### src/hw/qed_pkg.sv
// constants shared by the encoder input decoder
package qed_pkg;
  localparam int POS_W = 32;
  localparam logic [31:0] POS_MAX_RST = 32'hffffffff;
  localparam logic [31:0] POS_ZERO = 32'h00000000;
  // input mode select codes
  localparam logic [1:0] MODE_QUAD = 2'h0;
  localparam logic [1:0] MODE_DIRCNT = 2'h1;
  localparam logic [1:0] MODE_UP = 2'h2;
  localparam logic [1:0] MODE_DOWN = 2'h3;
  // index/strobe action select codes
  localparam logic [1:0] ACT_NONE = 2'h0;
  localparam logic [1:0] ACT_INIT = 2'h1;
  localparam logic [1:0] ACT_LATCH = 2'h2;
  localparam logic [1:0] ACT_RESET = 2'h3;
  // event edge select codes
  localparam logic EDGE_RISE = 1'b0;
  localparam logic EDGE_FALL = 1'b1;
  localparam int SYNC_STAGES = 2;
endpackage

### src/hw/qed_decoder.sv
// encoder input decoder with position counter and index/strobe actions
//
// Functional notes
// - A leading B counts forward, else reverse
// - quadrature mode derives count clock and direction
// - both edges of both channels count, 4x
// - direction-count mode: A is clock, B direction
// - index can reset counter once per revolution
// - index event can initialise or latch counter
// - strobe event can initialise or latch counter
// - clock rising edge counts up/down by direction
// - in quadrature mode, simultaneous edges on both channels flag phase error
// - counter wraps at zero and maximum, flagged
// - in quadrature mode, exchange bit swaps channels, reversing count
`timescale 1ns/1ps

module qed_decoder
(
  input wire logic MCLK_I,
  input wire logic RST_I,
  input wire logic ENC_PHASE_A_I,
  input wire logic ENC_PHASE_B_I,
  input wire logic INDEX_INPUT_I,
  input wire logic STROBE_INPUT_I,
  input wire logic [1:0] MODE_SEL_I,
  input wire logic SWAP_I,
  input wire logic [1:0] INDEX_ACT_I,
  input wire logic INDEX_EDGE_I,
  input wire logic [1:0] STROBE_ACT_I,
  input wire logic STROBE_EDGE_I,
  input wire logic [qed_pkg::POS_W-1:0] POS_MAX_I,
  input wire logic [qed_pkg::POS_W-1:0] POS_INIT_I,
  input wire logic FLAG_CLR_I,
  output logic QUAD_COUNT_CLOCK_O,
  output logic COUNT_DIRECTION_O,
  output logic [qed_pkg::POS_W-1:0] POS_COUNT_O,
  output logic [qed_pkg::POS_W-1:0] INDEX_LATCH_O,
  output logic [qed_pkg::POS_W-1:0] STROBE_LATCH_O,
  output logic PHASE_ERROR_FLAG_O,
  output logic OVERFLOW_FLAG_O,
  output logic UNDERFLOW_FLAG_O
);
  import qed_pkg::*;

  // ==========================================================
  // input synchronisers and edge history
  // ==========================================================
  logic [3:0] meta_q, meta_d, sync_q, sync_d, prev_q, prev_d;
  logic [3:0] rise, fall;

  always_comb begin
    meta_d = {STROBE_INPUT_I, INDEX_INPUT_I, ENC_PHASE_B_I, ENC_PHASE_A_I};
    sync_d = meta_q;
    prev_d = sync_q;
  end

  always_ff @(posedge MCLK_I) begin
    if (RST_I) begin
      meta_q <= 4'h0;
      sync_q <= 4'h0;
      prev_q <= 4'h0;
    end else begin
      meta_q <= meta_d;
      sync_q <= sync_d;
      prev_q <= prev_d;
    end
  end

  assign rise = sync_q & ~prev_q;
  assign fall = ~sync_q & prev_q;

  // ==========================================================
  // decoder: count enable and direction
  // ==========================================================
  logic qa, qb, qa_p, qb_p, ea, eb;
  logic cnt_en, dir_d, dir_q, phe_ev;

  always_comb begin
    // swap exchanges channel roles ahead of decoding
    qa = SWAP_I ? sync_q[1] : sync_q[0];
    qb = SWAP_I ? sync_q[0] : sync_q[1];
    qa_p = SWAP_I ? prev_q[1] : prev_q[0];
    qb_p = SWAP_I ? prev_q[0] : prev_q[1];
    ea = qa ^ qa_p;
    eb = qb ^ qb_p;
    cnt_en = 1'b0;
    dir_d = dir_q;
    phe_ev = 1'b0;
    unique case (MODE_SEL_I)
      MODE_QUAD: begin
        cnt_en = (ea ^ eb);
        phe_ev = ea & eb;
        // forward when A edge makes A != B, i.e. A leads
        if (ea && !eb) begin
          dir_d = (qa != qb);
        end else if (eb && !ea) begin
          dir_d = (qa == qb);
        end
      end
      MODE_DIRCNT: begin
        cnt_en = rise[0];
        dir_d = sync_q[1];
      end
      MODE_UP: begin
        cnt_en = rise[0];
        dir_d = 1'b1;
      end
      MODE_DOWN: begin
        cnt_en = rise[0];
        dir_d = 1'b0;
      end
    endcase
  end

  // ==========================================================
  // position counter, latches and flags
  // ==========================================================
  logic idx_ev, stb_ev;
  logic [POS_W-1:0] pos_q, pos_d, ilat_q, ilat_d, slat_q, slat_d;
  logic phe_q, phe_d, ovf_q, ovf_d, unf_q, unf_d, quad_count_clock_q, quad_count_clock_d;
  logic ovf_ev, unf_ev;

  assign idx_ev = INDEX_EDGE_I ? fall[2] : rise[2];
  assign stb_ev = STROBE_EDGE_I ? fall[3] : rise[3];

  always_comb begin
    pos_d = pos_q;
    ilat_d = ilat_q;
    slat_d = slat_q;
    ovf_ev = 1'b0;
    unf_ev = 1'b0;
    quad_count_clock_d = cnt_en;
    if (cnt_en) begin
      if (dir_d) begin
        if (pos_q >= POS_MAX_I) begin
          pos_d = POS_ZERO;
          ovf_ev = 1'b1;
        end else begin
          pos_d = pos_q + 1'b1;
        end
      end else if (pos_q == POS_ZERO) begin
        pos_d = POS_MAX_I;
        unf_ev = 1'b1;
      end else begin
        pos_d = pos_q - 1'b1;
      end
    end
    // strobe first so index wins a tie on counter load
    if (stb_ev) begin
      unique case (STROBE_ACT_I)
        ACT_INIT: pos_d = POS_INIT_I;
        ACT_LATCH: slat_d = pos_q;
        ACT_RESET: pos_d = dir_d ? POS_ZERO : POS_MAX_I;
        ACT_NONE: ;
      endcase
    end
    if (idx_ev) begin
      unique case (INDEX_ACT_I)
        ACT_INIT: pos_d = POS_INIT_I;
        ACT_LATCH: ilat_d = pos_q;
        // per-revolution reset, direction chooses zero or max
        ACT_RESET: pos_d = dir_d ? POS_ZERO : POS_MAX_I;
        ACT_NONE: ;
      endcase
    end
    // set beats clear for sticky flags
    phe_d = phe_ev | (phe_q & ~FLAG_CLR_I);
    ovf_d = ovf_ev | (ovf_q & ~FLAG_CLR_I);
    unf_d = unf_ev | (unf_q & ~FLAG_CLR_I);
  end

  always_ff @(posedge MCLK_I) begin
    if (RST_I) begin
      pos_q <= POS_ZERO;
      ilat_q <= POS_ZERO;
      slat_q <= POS_ZERO;
      dir_q <= 1'b1;
      quad_count_clock_q <= 1'b0;
      phe_q <= 1'b0;
      ovf_q <= 1'b0;
      unf_q <= 1'b0;
    end else begin
      pos_q <= pos_d;
      ilat_q <= ilat_d;
      slat_q <= slat_d;
      dir_q <= dir_d;
      quad_count_clock_q <= quad_count_clock_d;
      phe_q <= phe_d;
      ovf_q <= ovf_d;
      unf_q <= unf_d;
    end
  end

  assign QUAD_COUNT_CLOCK_O = quad_count_clock_q;
  assign COUNT_DIRECTION_O = dir_q;
  assign POS_COUNT_O = pos_q;
  assign INDEX_LATCH_O = ilat_q;
  assign STROBE_LATCH_O = slat_q;
  assign PHASE_ERROR_FLAG_O = phe_q;
  assign OVERFLOW_FLAG_O = ovf_q;
  assign UNDERFLOW_FLAG_O = unf_q;

  // ==========================================================
  // assertions
  // ==========================================================
  property p_quad_count_clock_pulse;
    @(posedge MCLK_I) disable iff (RST_I)
    cnt_en |=> QUAD_COUNT_CLOCK_O;
  endproperty
  a_quad_count_clock_pulse: assert property (p_quad_count_clock_pulse)
    else $error("count clock missing after count event");

  property p_quad_four;
    @(posedge MCLK_I) disable iff (RST_I)
    (MODE_SEL_I == MODE_QUAD && ((rise[0] | fall[0]) != (rise[1] | fall[1])))
      |-> cnt_en;
  endproperty
  a_quad_four: assert property (p_quad_four)
    else $error("single channel edge did not count");

  property p_fwd;
    @(posedge MCLK_I) disable iff (RST_I)
    (MODE_SEL_I == MODE_QUAD && !SWAP_I && rise[0] && !eb && !qb)
      |=> COUNT_DIRECTION_O;
  endproperty
  a_fwd: assert property (p_fwd)
    else $error("A leading B not forward");

  property p_dircnt;
    @(posedge MCLK_I) disable iff (RST_I)
    (MODE_SEL_I == MODE_DIRCNT && rise[0])
      |=> (COUNT_DIRECTION_O == $past(sync_q[1]));
  endproperty
  a_dircnt: assert property (p_dircnt)
    else $error("direction input not followed");

  property p_dir_clk;
    @(posedge MCLK_I) disable iff (RST_I)
    (MODE_SEL_I == MODE_DIRCNT && !rise[0]) |-> !cnt_en;
  endproperty
  a_dir_clk: assert property (p_dir_clk)
    else $error("count without clock rising edge");

  property p_phe;
    @(posedge MCLK_I) disable iff (RST_I)
    (MODE_SEL_I == MODE_QUAD && ea && eb) |=> PHASE_ERROR_FLAG_O;
  endproperty
  a_phe: assert property (p_phe)
    else $error("phase error not flagged");

  property p_ovf;
    @(posedge MCLK_I) disable iff (RST_I)
    (cnt_en && dir_d && pos_q >= POS_MAX_I && !idx_ev && !stb_ev)
      |=> (POS_COUNT_O == POS_ZERO) && OVERFLOW_FLAG_O;
  endproperty
  a_ovf: assert property (p_ovf)
    else $error("overflow wrap wrong");

  property p_idx_latch;
    @(posedge MCLK_I) disable iff (RST_I)
    (idx_ev && INDEX_ACT_I == ACT_LATCH)
      |=> (INDEX_LATCH_O == $past(pos_q));
  endproperty
  a_idx_latch: assert property (p_idx_latch)
    else $error("index latch wrong");

  property p_stb_init;
    @(posedge MCLK_I) disable iff (RST_I)
    (stb_ev && STROBE_ACT_I == ACT_INIT && !idx_ev)
      |=> (POS_COUNT_O == $past(POS_INIT_I));
  endproperty
  a_stb_init: assert property (p_stb_init)
    else $error("strobe init wrong");

  property p_idx_rst;
    @(posedge MCLK_I) disable iff (RST_I)
    (idx_ev && INDEX_ACT_I == ACT_RESET && dir_d) |=> POS_COUNT_O == POS_ZERO;
  endproperty
  a_idx_rst: assert property (p_idx_rst)
    else $error("index reset wrong");

  c_ovf: cover property (@(posedge MCLK_I) ovf_ev);
  c_unf: cover property (@(posedge MCLK_I) unf_ev);
  c_phe: cover property (@(posedge MCLK_I) phe_ev);
  c_swap: cover property (@(posedge MCLK_I) SWAP_I && cnt_en);
endmodule

### config.mk
export PLATFORM = sky130hd
export DESIGN_NAME = qed_decoder
export DESIGN_NICKNAME = d
export VERILOG_FILES = /design/src/hw/qed_pkg.sv /design/src/hw/qed_decoder.sv
export SDC_FILE = /design/constraint.sdc
export NUM_CORES = 1
export LEC_CHECK = 0
export ABC_AREA = 1
export BUFFER_PORTS_ARGS = -buffer_cell sky130_fd_sc_hd__buf_2
export CORE_MARGIN = 4
export CORE_UTILIZATION = 40
export CTS_CLUSTER_DIAMETER = 30
export CTS_CLUSTER_SIZE = 12
export DETAILED_ROUTE_END_ITERATION = 10
export SETUP_SLACK_MARGIN = 0.4
export SLEW_MARGIN = 25
export SYNTH_ARGS = -nofsm -noshare
export SYNTH_HDL_FRONTEND = slang
export SYNTH_SLANG_ARGS = --single-unit
### constraint.sdc
create_clock -name MCLK_I -period 4.75 [get_ports MCLK_I]
set_clock_uncertainty 0.05 [all_clocks]
set_input_delay 0.475 -clock MCLK_I [delete_from_list [all_inputs] [get_ports MCLK_I]]
set_output_delay 0.475 -clock MCLK_I [all_outputs]
set_load 0.05 [all_outputs]
==> results of run 1 <==
[synthesized netlist by cell type]
cell | number | area (um2)
clkinv_1 | 4 | 15.0
nand3_2 | 13 | 130
o21a_1 | 1 | 7.51
dfxtp_1 | 113 | 2260
clkbuf_1 | 35 | 131
nor2_1 | 126 | 473
clkbuf_8 | 5 | 68.8
o22ai_1 | 64 | 400
xnor2_1 | 3 | 26.3
a21oi_1 | 111 | 556
inv_1 | 183 | 687
nand2_1 | 477 | 1790
o21ai_1 | 4 | 20.0
o31ai_1 | 1 | 7.51
o21ai_0 | 107 | 536
nand3_4 | 1 | 17.5
a21o_1 | 2 | 15.0
a21oi_2 | 22 | 193
clkbuf_2 | 7 | 35.0
nand4_1 | 42 | 263
buf_4 | 6 | 45.0
nor2_8 | 1 | 20.0
nor3_2 | 1 | 10.0
dlygate4sd1_1 | 2 | 17.5
nand3_1 | 52 | 260
or3_1 | 3 | 18.8
and2_4 | 1 | 8.76
nand2_4 | 2 | 22.5
ha_1 | 38 | 475
nor2_4 | 11 | 124
xor2_1 | 21 | 184
buf_2 | 17 | 85.1
buf_6 | 13 | 146
clkbuf_4 | 2 | 15.0
nand2_2 | 10 | 62.6
inv_2 | 6 | 22.5
a32o_1 | 2 | 20.0
nor2_2 | 16 | 100
[logic make-up (layout without fill, tap and decap cells)]
| kind of cell | count (synthesis) | count (layout) | share of synthesized area (%) |
|---|---|---|---|
| AO/OA/AOI/OAI | 314 | 314 | 18.9 |
| XOR/XNOR | 24 | 24 | 2.27 |
| adder cells (fa/ha/maj) | 38 | 38 | 5.13 |
| buffers and inverters | 280 | 423 | 13.7 |
| flip-flops | 113 | 113 | 24.4 |
| AND/OR/NAND/NOR | 756 | 756 | 35.6 |
[worst reg2reg max path, cell delays in order, from the launching register on]
cell and delay (ns):
dfxtp_1 0.33, xor2_1 0.17, o21ai_0 0.23, inv_1 0.10
ha_1 0.20, nor2_1 0.10, nand2_1 0.06, nand2_1 0.07
nand2_2 0.29, inv_2 0.64, nand4_1 0.24, nand2_1 0.12
nand2_1 0.05, nand2_1 0.05, nand2_1 0.06, a21oi_2 0.12
[layout make-up]
type                       instances  share of cell area (%)
sequential                       113                    21.1
tap                              285                    3.32
clock inverter                    13                    1.17
multi-input combinational       1132                    53.7
inverter                         193                    6.75
timing repair buffer             198                    9.78
clock buffer                      19                    4.22
[where the power goes]
| group | switching, W | leakage [nW] | internal (W) |
|---|---|---|---|
| Combinational | 0.000864 | 4.45 | 0.000375 |
| Sequential | 0.000125 | 0.919 | 0.000995 |
| Clock | 0.000534 | 0.281 | 0.000756 |
[per-layer routing]
metal | wire [um] | global-route usage (%) | vias up
met5 | 0 | 0 | -
li1 | - | - | 5193
met3 | 2970 | 4.59 | 61
met2 | 15300 | 41.1 | 476
met1 | 15600 | 37.1 | 4658
met4 | 1000 | 9.27 | 0
[path summary, 6_finish.rpt]
kind / endpoint / slack, ns / depth (start not counted)
hold reg to reg: prev_d[3]$_SDFF_PP0_ / 0.34 / 2
hold / removal: meta_q[2]$_SDFF_PP0_ / 0.20 / 3
setup / recovery: POS_COUNT_O[14]$_SDFF_PP0_ / 1.79 / 15
setup reg to reg: POS_COUNT_O[14]$_SDFF_PP0_ / 1.79 / 15
[registers in the layout, summed over array words and instances (netlist names)]
signal and cells:
prev_d 4, COUNT_DIRECTION_O 1, STROBE_LATCH_O 32, prev_q 4
UNDERFLOW_FLAG_O 1, POS_COUNT_O 32, meta_q 4, OVERFLOW_FLAG_O 1
INDEX_LATCH_O 32, QUAD_COUNT_CLOCK_O 1, PHASE_ERROR_FLAG_O 1
[stage by stage]
stage               instance area (um2)  power, W  hold WS, ns  setup WS [ns]  utilization (%)
finish                            10700   0.00365        0.198           1.79             47.2
global placement                  10100   0.00235        0.341           1.80             44.6
detailed placement                10100   0.00236        0.345           1.77             44.6
CTS                               10700   0.00366        0.187           1.85             47.1
floorplan                          9270   0.00203        0.338           2.34                -
global route                      10700   0.00385        0.205           1.55             47.2
==> results.md, run 1 <==
* Crit-path leading delay family: simple AND/OR/NAND/NOR gates
* Largest net degree at the start of global routing at 65
* Post-Route WL at 34900 um
* Distinct cells, synth at 38
* CP endpoint kind: flip-flop
* Total gr overflow at 0
* WL/cell at 17.9 um
* Filler cells at ~2.5k
* CP bufs+invs at 2
* Unrepaired setup endpoints after global routing: no
* Reg area at ~2300 um2
* CTS tree: yes
* Setup TNS Final at 0 ns
* Initial DRC Count at 1059
* Commonest non-fill, non-tap cell in the layout: nand2_1
* Pins Over Slew Limit at 0
* Worst Hold Class: primary input to flip-flop
* Slowest-stage cell, CP: inv_2
* Sequential area share after synthesis at 24.4%
* Final setup viols at 0
* Status: finished clean
* Critical path class: flip-flop to flip-flop
* Tcrit/Tclk final at around 62%
* Initial antenna violation count at 0
* Vias in the first global route at 9704
* Max cap viols at 0
* Most used cell along the critical path: nand2_1
* Final Hold Viols at 0
* Critical R2R Launch: prev_d[0]$_SDFF_PP0_
* Crit Path Max Fanout at 33
* Area grow syn2layout at 15.7%
* Min-delay src: INDEX_INPUT_I
* CTS Buf Count at 17
* Syn nets at around 1.6k
* Remaining DRCs at 0
* Die area at approximately 26000 um2
* N_diodes at 0
* Leakage power at 5.65 nW
* Post-Layout Cell Count at 1953
* CTS Sinks at ~110
* Worst vdd ir at 0.201 mV
* Synthesis Warnings at 0
* Hpwl dp at 25600 um
* Ports at about 180
* Core Region at 22700 um2
* Critical Path Source Type: flip-flop
* Worst slew pin tran at about 0.90 ns
* Synthesized instance count at 1525
* Port bufs at 180
* Layout cell share with drive strength beyond 1 at 18.9%
* Hold_buf cts at 0
* Critical Path RT at 5.06 ns
* DR vias at 10.4k
* Global-route wire length before repair at 54600 um
* CTS clk-pin slew, worst paths at 0.06 ns
* Achievable clock frequency at about 0.34 GHz
* Antenna Violating Nets Remaining at 0
* CP Cell Sequence: xor2_1 -> o21ai_0 -> inv_1 -> ha_1 -> nor2_1 -> nand2_1 -> nand2_1 -> nand2_2 -> inv_2 -> nand4_1 -> nand2_1 -> nand2_1 -> nand2_1 -> nand2_1 -> a21oi_2
* Mean Syn Cell Area at 6.08 um2
* Arrival time at the worst endpoint at roughly 3.3 ns
* Num rows at 55
* Worst-Skew Late Latency at about 0.43 ns
* Power per standard cell area at 340 nW/um2
* Chip height at roughly 160 um
* Placed insts at 1920
* Slew headroom at 39.9%
* Final Wtd Congestion at around 1
* Via density at 5.32
* Die W at ~160 um
* Length of the first detailed-routing pass in iterations at 6
* FF+latch count, synth at 113
* CP startpoint: prev_d[0]$_SDFF_PP0_
* Most frequent cells in the layout: 476 x nand2_1, 183 x inv_1, 180 x buf_2, 125 x nor2_1, 113 x dfxtp_1
* Initial core utilization at between 40 and 50%
* Netlist area before placement at around 9300 um2
* Nets at around 1.8k
* Area occupied by multi-input gates at 5760 um2
* Overall global routing resource usage at 26.5%
* CTS H-tree lvls at 4
* Longest Clk Path Bufs at 2
* CTS root buf: clkbuf_16
* Buffer count from post-CTS setup fixing at 0
* Final Critical Period at 2.96 ns
* Worst path max stage delay at 0.63 ns
* Resized Gates After CTS at 0
(Power assumes the default switching activity.)
==> run 2: changes to the inputs <==
Settings changed: ABC_AREA 1 to 0.
Clock period 4.75 ns to 3 ns, I/O delays scaled along.
==> run 2 against run 1 <==
Net effect:
- largest power group is now combinational cells
- worst hold slack got worse by 0.16 ns
- cell count decreased by 20%
- clock-buffer cell count unchanged
- clock power increased by 52%
- synthesized area decreased by 15%
- register-to-register slack got worse by 1.5 ns
- highest routed layer unchanged
==> results.md, run 2 <==
* Seq pwr share at 25.9%
* Most repeated cell in the gate-level netlist after synthesis: nand2_1
* Overall global routing resource usage at between 20% and 30%
* Final Critical Period at 2.74 ns
* Synthesis Warnings at 0
* Port bufs at 180
* Unrepaired setup endpoints after global routing: yes
* Worst path max stage delay at about 0.32 ns
* Final Hold Viols at 0
* Critical Path Source Type: flip-flop
* R2r setup slk at 0.26 ns
* N_diodes at 0
* Via density at 5.86
* Worst vdd ir at 0.393 mV
* Area occupied by multi-input gates at 5680 um2
* Area grow syn2layout at 41.6%
* Slew headroom at ~34%
* CP Cell Sequence: xor2_2 -> or2_4 -> o21a_4 -> ha_4 -> nor4b_4 -> a21oi_2 -> buf_4 -> nand3_4 -> nand4_1 -> buf_6 -> buf_6 -> nor2_4 -> buf_6 -> a221oi_2 -> o21ai_1
* Hpwl dp at 23100 um
* Switch share at 41.0%
* Most frequent cells in the layout: 179 x buf_2, 118 x nand2_1, 112 x buf_4, 94 x a21oi_1, 82 x nor2_1
* Critical Path RT at 3.29 ns
* Compound-Gate Fraction of Synth Area at 22.9%
* Commonest cells post-synth: 118 x nand2_1, 113 x dfxtp_1, 99 x a21oi_1
* Mux cell area share after synthesis at slightly below 5%
* Die area at 22000 um2
* CTS H-tree lvls at 4
* Synth Area in Simple Gates at 26.9%
* XOR/XNOR Fraction of Synth Area at 3.89%
* Power per standard cell area at 600 nW/um2
* Commonest non-fill, non-tap cell in the layout: buf_2
* Vias in the first global route at 8834
* Length of the first detailed-routing pass in iterations at 6
* WL/cell at 20.9 um
* Initial DRC Count at ~900
* Remaining DRCs at 0
* CTS root buf: clkbuf_16
* Post-synth top area share at 28.7%
* Most used cell along the critical path: buf_6
* Post-Route WL at 32900 um
* Layout cell share with drive strength beyond 1 at 37.3%
* Worst slew pin tran at ~0.99 ns
* Longest Clk Path Bufs at 2
* Core Region at 19400 um2
* Critical path class: flip-flop to flip-flop
* Clock Power Share at 29.3%
* Final Wtd Congestion at roughly 0.94
* Crit Path Max Fanout at 7
* Syn nets at 1169
* Global-route wire length before repair at around 49000 um
* Max cap viols at 0
* Status: finished clean
* Internal power at slightly below 0.004 W
* CTS Sinks at 113
* Arrival time at the worst endpoint at 3.03 ns
* Async SR Flop Fraction at 0%
* Filler cells at 1880
* DR vias at 9219
* Final setup viols at 0
* Synth Area in Adders at 6.04%
* Die W at 148 um
* Sequential area share after synthesis at roughly 29%
* Total net switching power at between 0.002 and 0.003 W
* Worst Hold Class: primary input to flip-flop
* CP startpoint: prev_q[1]$_SDFF_PP0_
* Antenna Violating Nets Remaining at 0
* CTS clk-pin slew, worst paths at 0.06 ns
* Initial antenna violation count at 0
* Ports at about 180
* Critical R2R Launch: prev_q[1]$_SDFF_PP0_
* Distinct cells, synth at 74
* Nets at around 1.4k
* Largest area contributor in the netlist: dfxtp_1
* Largest net degree at the start of global routing at 43
* Netlist area before placement at 7880 um2
* Largest cells by area after synthesis: dfxtp_1 29%, a21oi_1 6.3%, ha_1 6.0%
* Total power at 0.00669 W
* Synthesized instance count at 1051
* Combinational share of power at 44.8%
* Setup TNS Final at 0 ns
* Reg area at 2320 um2
* Pins Over Slew Limit at 0
* Achievable clock frequency at 0.365 GHz
* Leakage power at 5.00 nW
* Top_reg_cell synth: dfxtp_1
* Worst-Skew Late Latency at 0.42 ns
* CP endpoint kind: flip-flop
* CTS Buf Count at 17
* Min-delay src: STROBE_INPUT_I
* Total gr overflow at 0
* Main combinational cell family by area after synthesis: simple AND/OR/NAND/NOR gates
* Mean Syn Cell Area at 7.49 um2
* Number of synthesized flops with an enable pin at 0
* CTS tree: yes
* Slowest-stage cell, CP: dfxtp_2
* Initial core utilization at between 40% and 50%
* Tcrit/Tclk final at between 90% and 100%
* FF+latch count, synth at 113
* Chip height at ~150 um
* Num rows at a little over 50
[run 2: cell count changes after synthesis, sizes merged, moves of 41 or more]
cell / delta
nand3: -41
nand2: -371
nor2: -67
inv: -147
o21ai: -58
o22ai: -63
[run 2: power groups by stage]
| stage | Combinational (W) | Sequential, W | Clock [W] |
|---|---|---|---|
| after floorplan | 0.00147 | 0.00194 | 0 |
| after CTS | 0.00277 | 0.00172 | 0.00199 |
| final | 0.00299 | 0.00173 | 0.00196 |
| after detailed placement | 0.00247 | 0.00176 | 0 |
| after global routing | 0.00318 | 0.00174 | 0.00207 |
| after global placement | 0.00247 | 0.00176 | 0 |
[run 2: logic make-up after synthesis]
family / Yosys count
AND/OR/NAND/NOR: 409
AO/OA/AOI/OAI: 284
buffers and inverters: 134
flip-flops: 113
multiplexers: 38
adder cells (fa/ha/maj): 38
XOR/XNOR: 35
[run 2: area by class of cell]
type                            instances  share of cell area (%)
Multi-Input combinational cell        805                    50.9
Sequential cell                       113                    20.8
Timing Repair Buffer                  315                    18.9
Clock buffer                           19                    4.16
Tap cell                              265                    2.97
Inverter                               42                    1.41
Clock inverter                         13                   0.909
[run 2: routing by layer]
layer	vias to the layer above	GRT usage [%]	wire length [um]
met5	-	0	0
met4	0	12.8	1360
met3	96	6.49	2930
met2	481	46.2	15200
met1	4346	36.9	13500
li1	4296	-	-
[run 2: path summary, 6_finish.rpt]
kind                                                  end  cells after the start
worst max-delay path            POS_COUNT_O[1]$_SDFF_PP0_                     15
worst min-delay path                 meta_q[3]$_SDFF_PP0_                      2
worst max register to register  POS_COUNT_O[1]$_SDFF_PP0_                     15
worst min register to register       prev_d[0]$_SDFF_PP0_                      1
[run 2: timing repair]
item,4_1_cts,5_1_grt
setup buffers,27,13
hold buffers,0,0
pin swaps,40,31
cloned,3,0
resized for setup,69,52
setup endpoints to repair,33,33
[run 2: per-stage QoR]
step                util [%]  std cells  hold slack, ns  worst slack [ns]  cell area, um2
floorplan                  -       1051           0.364             0.290            8070
global placement        49.6       1497           0.367             0.110            9620
detailed placement      49.6       1497           0.375            0.0843            9620
CTS                     55.5       1559          0.0296             0.257           10800
global route            57.5       1572          0.0431             0.154           11200
finish                  57.5       1572          0.0394             0.259           11200
[run 2: critical path, delay by kind of cell, from the launching register on]
family / cells / cell delay [ns]
adders and majority gates: 1 / 0.18
xor gates and xnor gates: 1 / 0.17
DFF: 1 / 0.32
and+or+nand+nor: 5 / 0.95
buffers and inverters: 4 / 0.58
AOI/OAI and AO/OA: 4 / 0.41
